[src/core/sdirx_pkg.sv]
package sdirx_pkg;

    // Register port
    localparam int ADDR_W = 8;
    localparam int DATA_W = 32;
    localparam logic [7:0] REG_CTRL = 8'h00;
    localparam logic [7:0] REG_STATUS = 8'h04;
    localparam logic [7:0] REG_COUNT = 8'h08;

    // Control register fields
    localparam int CTRL_CLIP_BIT = 0;
    localparam logic [31:0] CTRL_RESET = 32'h0000_0001;

    // Status register fields
    localparam int ST_WIDTH_BIT = 0;
    localparam int ST_PROC_BIT = 1;
    localparam int ST_SDO_BIT = 2;
    localparam int ST_STBY_BIT = 3;
    localparam int ST_LEVEL_LSB = 4;
    localparam int ST_RATE_LSB = 12;

    // Datapath shape
    localparam int HALF_W = 10;
    localparam int WORD_W = 20;
    localparam int FIFO_DEPTH = 16;
    localparam int LEVEL_W = 5;
    localparam int COUNT_W = 32;
    localparam logic [9:0] LEGAL_MIN = 10'h004;
    localparam logic [9:0] LEGAL_MAX = 10'h3fb;
    localparam logic [9:0] HALF_ZERO = 10'h000;

    // Loop-through line rates
    typedef enum logic [2:0] {
        RATE_2G97,
        RATE_2G97_FRAC,
        RATE_1G485,
        RATE_1G485_FRAC,
        RATE_270M,
        RATE_COUNT
    } sdirx_rate_e;

    // Control pins
    typedef struct packed {
        logic bus_width_select;
        logic video_processing_enable;
        logic serial_output_enable;
        logic standby;
    } sdirx_pins_s;

    typedef struct packed {
        logic [9:0] hi;
        logic [9:0] lo;
    } sdirx_word_s;

    typedef enum logic {OS_FIRST, OS_SECOND} sdirx_ostate_e;

endpackage : sdirx_pkg

[src/core/sdirx_mode_ctrl.sv]
// Behaviour
// - The parallel output is 20 bits wide with bus_width_select high, 10 bits wide with it low.
// - With video_processing_enable high every received word goes through the processing stage.
// - With video_processing_enable low the processing stage is bypassed for lower latency.
// - With serial_output_enable low both loop-through lines are forced high.
// - With serial_output_enable high the loop-through lines are driven with the serial data.
// - In standby no data is processed and the digital outputs are powered down.
// - In standby both loop-through lines are held high whatever serial_output_enable says.
// - The loop-through only carries data at the five supported receiver line rates.
//
// Implementation choices: the register offsets and strobed register access.
`timescale 1ns/100ps

module sdirx_fifo #(
    parameter int WIDTH = 20,
    parameter int DEPTH = 16
) (
    input wire logic i_clk,
    input wire logic i_resetn,
    input wire logic i_flush,
    input wire logic [WIDTH-1:0] i_data,
    input wire logic i_valid,
    output logic o_ready,
    output logic [WIDTH-1:0] o_data,
    output logic o_valid,
    input wire logic i_ready,
    output logic [$clog2(DEPTH):0] o_level
);
    localparam int AW = $clog2(DEPTH);
    localparam logic [AW:0] FULL_LEVEL = (AW+1)'(DEPTH);

    logic [WIDTH-1:0] mem_q [DEPTH];
    logic [AW-1:0] wr_q;
    logic [AW-1:0] rd_q;
    logic [AW:0] cnt_q;
    wire push = i_valid && o_ready;
    wire pop = o_valid && i_ready;

    assign o_ready = (cnt_q != FULL_LEVEL) && !i_flush;
    assign o_valid = (cnt_q != '0) && !i_flush;
    assign o_data = mem_q[rd_q];
    assign o_level = cnt_q;

    always_ff @(posedge i_clk) begin
        if (push) begin
            mem_q[wr_q] <= i_data;
        end
    end

    always_ff @(posedge i_clk) begin
        if (!i_resetn || i_flush) begin
            wr_q <= '0;
            rd_q <= '0;
            cnt_q <= '0;
        end else begin
            wr_q <= push ? wr_q + 1'b1 : wr_q;
            rd_q <= pop ? rd_q + 1'b1 : rd_q;
            cnt_q <= cnt_q + (AW+1)'(push) - (AW+1)'(pop);
        end
    end

endmodule : sdirx_fifo

module sdirx_mode_ctrl (
    input wire logic i_clk,
    input wire logic i_resetn,
    input wire sdirx_pkg::sdirx_pins_s i_pins,
    input wire logic [2:0] i_rate,
    input wire logic i_sdi_bit,
    input wire sdirx_pkg::sdirx_word_s i_rx_word,
    input wire logic i_rx_valid,
    output logic o_rx_ready,
    output logic [sdirx_pkg::WORD_W-1:0] o_pdata,
    output logic o_pvalid,
    input wire logic i_pready,
    output logic o_io_enable,
    output logic o_sdo_p,
    output logic o_sdo_n,
    input wire logic [sdirx_pkg::ADDR_W-1:0] i_addr,
    input wire logic [sdirx_pkg::DATA_W-1:0] i_wdata,
    input wire logic i_wr,
    input wire logic i_rd,
    output logic [sdirx_pkg::DATA_W-1:0] o_rdata
);
    import sdirx_pkg::*;

    // Pin synchronisers
    sdirx_pins_s s1_q;
    sdirx_pins_s s2_q;
    sdirx_pins_s s3_q;
    sdirx_pins_s pins_q;
    wire [3:0] agree = ~(s2_q ^ s3_q);
    wire sdirx_pins_s pins_d = (s2_q & agree) | (pins_q & ~agree);

    always_ff @(posedge i_clk) begin
        if (!i_resetn) begin
            s1_q <= '0;
            s2_q <= '0;
            s3_q <= '0;
            pins_q <= '0;
        end else begin
            s1_q <= i_pins;
            s2_q <= s1_q;
            s3_q <= s2_q;
            pins_q <= pins_d;
        end
    end

    wire width20 = pins_q.bus_width_select;
    wire proc_en = pins_q.video_processing_enable;
    wire sdo_en = pins_q.serial_output_enable;
    wire standby = pins_q.standby;

    // Registers
    logic [DATA_W-1:0] ctrl_q;
    logic [COUNT_W-1:0] count_q;
    logic [DATA_W-1:0] rdata_q;
    logic [2:0] rate_q;
    logic [LEVEL_W-1:0] level;
    wire clip_en = ctrl_q[CTRL_CLIP_BIT];
    wire wr_ctrl = i_wr && (i_addr == REG_CTRL);
    wire [DATA_W-1:0] status_word = DATA_W'({rate_q, 3'h0, level, standby, sdo_en,
        proc_en, width20});
    wire [DATA_W-1:0] rd_mux = (i_addr == REG_CTRL) ? ctrl_q :
        (i_addr == REG_STATUS) ? status_word :
        (i_addr == REG_COUNT) ? count_q : '0;

    always_ff @(posedge i_clk) begin
        if (!i_resetn) begin
            ctrl_q <= CTRL_RESET;
            rdata_q <= '0;
        end else begin
            ctrl_q <= wr_ctrl ? (i_wdata & CTRL_RESET) : ctrl_q;
            rdata_q <= i_rd ? rd_mux : '0;
        end
    end
    assign o_rdata = rdata_q;

    // Processing stage
    function automatic logic [9:0] clip_half(input logic [9:0] v);
        clip_half = (v < LEGAL_MIN) ? LEGAL_MIN : (v > LEGAL_MAX) ? LEGAL_MAX : v;
    endfunction : clip_half

    sdirx_word_s st_q;
    logic st_v_q;
    logic fifo_in_ready;
    wire sdirx_word_s proc_word = clip_en ?
        {clip_half(i_rx_word.hi), clip_half(i_rx_word.lo)} : i_rx_word;
    wire st_free = !st_v_q || fifo_in_ready;
    wire fifo_in_valid = !standby && (proc_en ? st_v_q : (st_v_q || i_rx_valid));
    wire sdirx_word_s fifo_in_data = st_v_q ? st_q : i_rx_word;
    wire rx_take = i_rx_valid && o_rx_ready;

    assign o_rx_ready = !standby && (proc_en ? st_free : (!st_v_q && fifo_in_ready));

    always_ff @(posedge i_clk) begin
        if (!i_resetn || standby) begin
            st_v_q <= 1'b0;
            st_q <= '0;
        end else if (proc_en && st_free) begin
            st_v_q <= i_rx_valid;
            st_q <= proc_word;
        end else if (!proc_en && fifo_in_ready) begin
            st_v_q <= 1'b0;
        end
    end

    // Buffer
    sdirx_word_s f_data;
    logic f_valid;
    logic f_pop;

    sdirx_fifo #(
        .WIDTH(WORD_W),
        .DEPTH(FIFO_DEPTH)
    ) u_fifo (
        .i_clk(i_clk),
        .i_resetn(i_resetn),
        .i_flush(standby),
        .i_data(fifo_in_data),
        .i_valid(fifo_in_valid),
        .o_ready(fifo_in_ready),
        .o_data(f_data),
        .o_valid(f_valid),
        .i_ready(f_pop),
        .o_level(level)
    );

    // Output sequencer
    sdirx_ostate_e ostate_q;
    sdirx_ostate_e ostate_d;
    logic [WORD_W-1:0] pdata_q;
    logic pvalid_q;
    logic [WORD_W-1:0] pdata_d;
    wire out_free = !pvalid_q || i_pready;
    wire out_load = out_free && f_valid;

    always_comb begin
        ostate_d = ostate_q;
        pdata_d = f_data;
        f_pop = 1'b0;
        if (width20) begin
            ostate_d = OS_FIRST;
            f_pop = out_load;
        end else begin
            case (ostate_q)
                OS_FIRST: begin
                    pdata_d = {HALF_ZERO, f_data.hi};
                    ostate_d = out_load ? OS_SECOND : OS_FIRST;
                end
                OS_SECOND: begin
                    pdata_d = {HALF_ZERO, f_data.lo};
                    f_pop = out_load;
                    ostate_d = out_load ? OS_FIRST : OS_SECOND;
                end
                default: begin
                    ostate_d = OS_FIRST;
                end
            endcase
        end
    end

    always_ff @(posedge i_clk) begin
        if (!i_resetn || standby) begin
            ostate_q <= OS_FIRST;
            pvalid_q <= 1'b0;
            pdata_q <= '0;
        end else begin
            ostate_q <= ostate_d;
            pvalid_q <= out_load || (pvalid_q && !i_pready);
            pdata_q <= out_load ? pdata_d : pdata_q;
        end
    end

    always_ff @(posedge i_clk) begin
        if (!i_resetn) begin
            count_q <= '0;
        end else if (f_pop) begin
            count_q <= count_q + 1'b1;
        end
    end

    assign o_pdata = pdata_q;
    assign o_pvalid = pvalid_q;
    assign o_io_enable = !standby;

    // Serial loop-through
    logic sdo_p_q;
    logic sdo_n_q;
    wire rate_ok = rate_q < RATE_COUNT;
    wire sdo_drive = sdo_en && !standby && rate_ok;

    always_ff @(posedge i_clk) begin
        if (!i_resetn) begin
            rate_q <= RATE_2G97;
            sdo_p_q <= 1'b1;
            sdo_n_q <= 1'b1;
        end else begin
            rate_q <= i_rate;
            sdo_p_q <= sdo_drive ? i_sdi_bit : 1'b1;
            sdo_n_q <= sdo_drive ? !i_sdi_bit : 1'b1;
        end
    end

    assign o_sdo_p = sdo_p_q;
    assign o_sdo_n = sdo_n_q;
endmodule : sdirx_mode_ctrl

[config.mk]
export PLATFORM = sky130hd
export DESIGN_NAME = sdirx_mode_ctrl
export DESIGN_NICKNAME = d
export VERILOG_FILES = /design/src/core/sdirx_pkg.sv /design/src/core/sdirx_mode_ctrl.sv
export SDC_FILE = /design/constraint.sdc
export NUM_CORES = 1
export LEC_CHECK = 0
export BUFFER_PORTS_ARGS = -buffer_cell sky130_fd_sc_hd__buf_2
export CAP_MARGIN = 10
export CORE_ASPECT_RATIO = 0.6
export CORE_MARGIN = 1
export CORE_UTILIZATION = 46
export CTS_CLUSTER_SIZE = 25
export DETAILED_ROUTE_END_ITERATION = 6
export GPL_ROUTABILITY_DRIVEN = 0
export PLACE_DENSITY = 0.69
export SLEW_MARGIN = 25
export SYNTH_ARGS = -nofsm -noshare
export SYNTH_HDL_FRONTEND = slang
export SYNTH_HIERARCHICAL = 1
export SYNTH_SLANG_ARGS = --single-unit
[constraint.sdc]
create_clock -name i_clk -period 4.7 [get_ports i_clk]
set_input_delay 0.235 -clock i_clk [delete_from_list [all_inputs] [get_ports i_clk]]
set_output_delay 0.235 -clock i_clk [all_outputs]
set_load 0.01 [all_outputs]
==> flow_metrics.py <==
metrics = {
    "synth": {
        "netlist_area_mm2": 0.01807,
        "synth_seq_area_share_pct": 69.36,
        "synthFlopType": "edfxtp_1",
        "synth_edf_count": 320,
        "synth_cell_types": 53,
        "ys_ff_latch": 466,
        "syn_inst": 1167,
        "synth.avg_cell_area_um2": 15.48,
        "synth.area.top_cells": "edfxtp_1 53%, dfxtp_1 16%, mux4_2 8.0%, mux4_1 2.3%, nand2_1 2.0%",
        "synthArstFlopShare_pct": 0,
        "yosysTopAreaCellShare_pct": 53.19,
        "synth_nets": 1255,
        "yosys.area.top_type": "edfxtp_1",
        "yosysWarnings": 6,
    },
    "critical_path": {
        "worst_ep_arrival_time_ns": 4.40,
        "crit_type": "flop to flop",
        "crit_path_max_incr_delay_ns": 0.52,
        "start_kind": "flop",
        "worstPathRequired_ns": 5.12,
        "critPathCaptureType": "flop",
        "crit_slowest_cell": "nor3b_1",
        "path_cells": "inv_1 -> ha_1 -> nor4b_2 -> nor2_1 -> nand2_1 -> inv_1 -> ha_1 -> nand2b_1 -> o21a_1 -> inv_2 -> nor3b_1 -> ha_1 -> inv_1 -> ha_1 -> inv_1 -> fa_1 -> nand2b_1 -> a21oi_1 -> o21ai_0 -> nor3b_1",
        "path_max_fanout": 15,
    },
    "pwr": {
        "p_sw_w": 0.002574,
        "ir_worst_vdd_mv": 0.2670,
        "p_int_w": 0.007103,
        "pwr-share-clk_pct": 34.1,
        "comb_power_share_pct": 16.9,
        "p_per_area_mw_per_mm2": 464.7,
        "seq_power_share_pct": 49.0,
        "leakagePower_nw": 7.004,
        "switching_share_pct": 26.60,
    },
    "final_layout": {
        "final_cell_area_mm2": 0.02082,
        "final_util_pct": 54.52,
        "final_cells": 1860,
        "area_growth_pct": 15.24,
        "drive_gt1_share_pct": 22.14,
        "num-fill-cells": 3023,
        "nets": 1401,
    },
    "cts": {
        "cts_buffers": 42,
        "cts_root_buffer": "clkbuf_16",
        "cts.sinks": 466,
        "htree_levels": 2,
        "cts_hold_buf": 30,
        "clk_pin_slew_ns": 0.06,
        "clock_path_buffers": 3,
        "clk_latency_ns": 0.56,
        "cts_tree": "yes",
        "cts_resized": 0,
        "cts_setup_buffers": 0,
    },
    "sta": {
        "skew_ns": 0.01980,
        "slew_headroom_pct": 35.00,
        "hold_viol": 0,
        "min_period_ns": 3.979,
        "setup_ws_ns": 0.7207,
        "finalSetupTns_ns": 0,
        "worst_slew_pin_slew_ns": 0.9675,
        "setup_viol": 0,
        "drv_slew": 0,
        "max_freq_mhz": 251.3,
        "fin_crit_sh_pct": 84.67,
        "rsz0062_at_grt": "false",
    },
    "detailed_routing": {
        "drc": 0,
        "wl_per_cell_um": 23.66,
        "via_per_inst": 5.844,
        "vias": 10870,
        "first_pass_iters": 5,
        "wirelength_um": 44020,
        "drt_iter0_markers": 1275,
        "antenna_left": 0,
    },
    "global_route": {
        "grt_remaining_overflow": 0,
        "antenna_found_initial": 2,
        "grt_pass1_vias": 10600,
        "grt_pass1_wl_um": 65810,
        "grt_usage_pct": 22.24,
        "grt_max_degree": 42,
    },
    "placed_design": {
        "dp_hpwl_um": 27300,
        "io_buffers": 99,
        "pre_cts_ws_ns": 0.7678,
        "dpl_cell_area_mm2": 0.01922,
        "placed_cells": 1752,
    },
    "die": {
        "io_pins": 131,
        "die_area_mm2": 0.04010,
        "start_util_pct": 47.31,
        "rows": 55,
        "coreArea_mm2": 0.03819,
        "dieHeight_um": 155.5,
        "die_width_um": 257.9,
    },
    "run": {
        "maxCapViolCount": 0,
    },
    "min_path": {
        "holdCritPathClass": "input pin to flop",
    },
    "run_status": {
        "run_status": "finished clean",
    },
}
## kinds of logic (layout without fill, tap and decap cells)
group | after synthesis | count (layout) | synth area share [%]
other | 0 | 1 | 0
and+or+nand+nor | 319 | 319 | 9.093
muxes | 103 | 103 | 11.72
adders and majority gates | 14 | 14 | 1.011
DFF | 466 | 466 | 69.36
xor gates and xnor gates | 28 | 28 | 1.357
buffers and inverters | 84 | 263 | 2.071
AOI/OAI and AO/OA | 153 | 153 | 5.388
## stage by stage
stage	hold slack [ns]	power, W
floorplan	0.3225	0.005951
global placement	0.4139	0.006390
detailed placement	0.4240	0.006428
CTS	0.002599	0.009716
global route	0.01121	0.01005
finish	0.01715	0.009677
## power by group through the flow
stage          Sequential (W)  Clock, W  Combinational (W)
6_report              0.00475   0.00330            0.00163
3_3_place_gp          0.00483         0            0.00156
2_1_floorplan         0.00476         0            0.00119
3_5_place_dp          0.00483         0            0.00159
5_1_grt               0.00477   0.00353            0.00175
4_1_cts               0.00475   0.00335            0.00162
## routing by layer
| metal | GRT usage, % | vias up | part of all wire [%] |
|---|---|---|---|
| met4 | 5.495 | 2 | 1.9 |
| li1 | - | 4773 | - |
| met1 | 34.04 | 5556 | 46 |
| met5 | 0 | - | 0.030 |
| met3 | 5.979 | 66 | 10 |
| met2 | 31.32 | 473 | 42 |
## layout make-up
type	instances	area [um^2]	area share (%)
antenna	1	2.502	0.01202
timing repair buffer	162	1044	5.012
tap	513	641.9	3.083
inverter	24	90.09	0.4327
sequential	466	12540	60.22
multi-input combinational	617	5204	24.99
clock buffer	57	1131	5.432
clock inverter	20	168.9	0.8113
## cell usage in the layout (no fill, tap or decap), types with 3 or more instances in the layout
cell,count
a21oi_1,52
a22o_1,11
a22oi_1,41
a311oi_1,10
a31oi_1,3
and2_1,47
and4_1,3
buf_2,99
buf_4,33
clkbuf_1,12
clkbuf_16,42
clkinv_1,7
clkinv_2,5
dfxtp_1,144
dlygate4sd3_1,30
edfxtp_1,320
ha_1,13
inv_1,22
mux2_2,20
mux2i_1,3
mux4_1,16
mux4_2,64
nand2_1,98
nand2b_1,7
nand3_1,27
nand4_1,14
nor2_1,58
nor2_2,5
nor2b_1,3
nor3_1,10
nor3b_1,5
nor4_1,6
nor4_2,5
o21ai_0,27
o31ai_1,6
or3_1,6
or4_1,9
xnor2_1,17
xor2_1,11
## cells in the mapped netlist, types with 6 or more instances
cell / count
a22o_1: 11
dfxtp_1: 146
edfxtp_1: 320
a311oi_1: 10
a21oi_1: 52
clkbuf_1: 43
and2_1: 47
inv_1: 22
nor2_1: 63
o31ai_1: 6
mux4_2: 64
mux4_1: 16
or4_1: 9
xnor2_1: 17
nand3_1: 27
xor2_1: 11
o21ai_0: 27
nand4_1: 14
mux2_2: 20
or3_1: 6
nand2b_1: 7
ha_1: 13
nand2_1: 98
nor4_1: 10
a22oi_1: 41
nor3_1: 10
## state kept, by name, summed over array words and instances, names as in the netlist, 4 cells and up, named ones only
signal and count:
count_q 32, o_pdata 20, o_rdata 32, s1_q 4, s2_q 4, s3_q 4, st_q 20, u_fifo/mem_q 320
u_fifo/o_level 5, u_fifo/rd_q 4, u_fifo/wr_q 4
## worst paths after layout
path	end	cells past startpoint	slack, ns	startpoint
worst max-delay path	u_fifo/o_level[4]	20	0.72	u_fifo/o_level[3]
worst min-delay path	st_q[11]	3	0.02	i_rx_word[11]
worst max register to register	u_fifo/o_level[4]	20	0.72	u_fifo/o_level[3]
worst min register to register	s2_q[3]	1	0.43	s1_q[3]
## worst max-delay path, delay by kind of cell (launching register included)
| kind | cells | cell delay (ns) |
|---|---|---|
| fa+ha+maj | 5 | 1.21 |
| compound gates | 3 | 0.38 |
| flops | 1 | 0.38 |
| buf+inv | 5 | 0.52 |
| simple gates | 7 | 1.37 |
(Power assumes the default switching activity.)
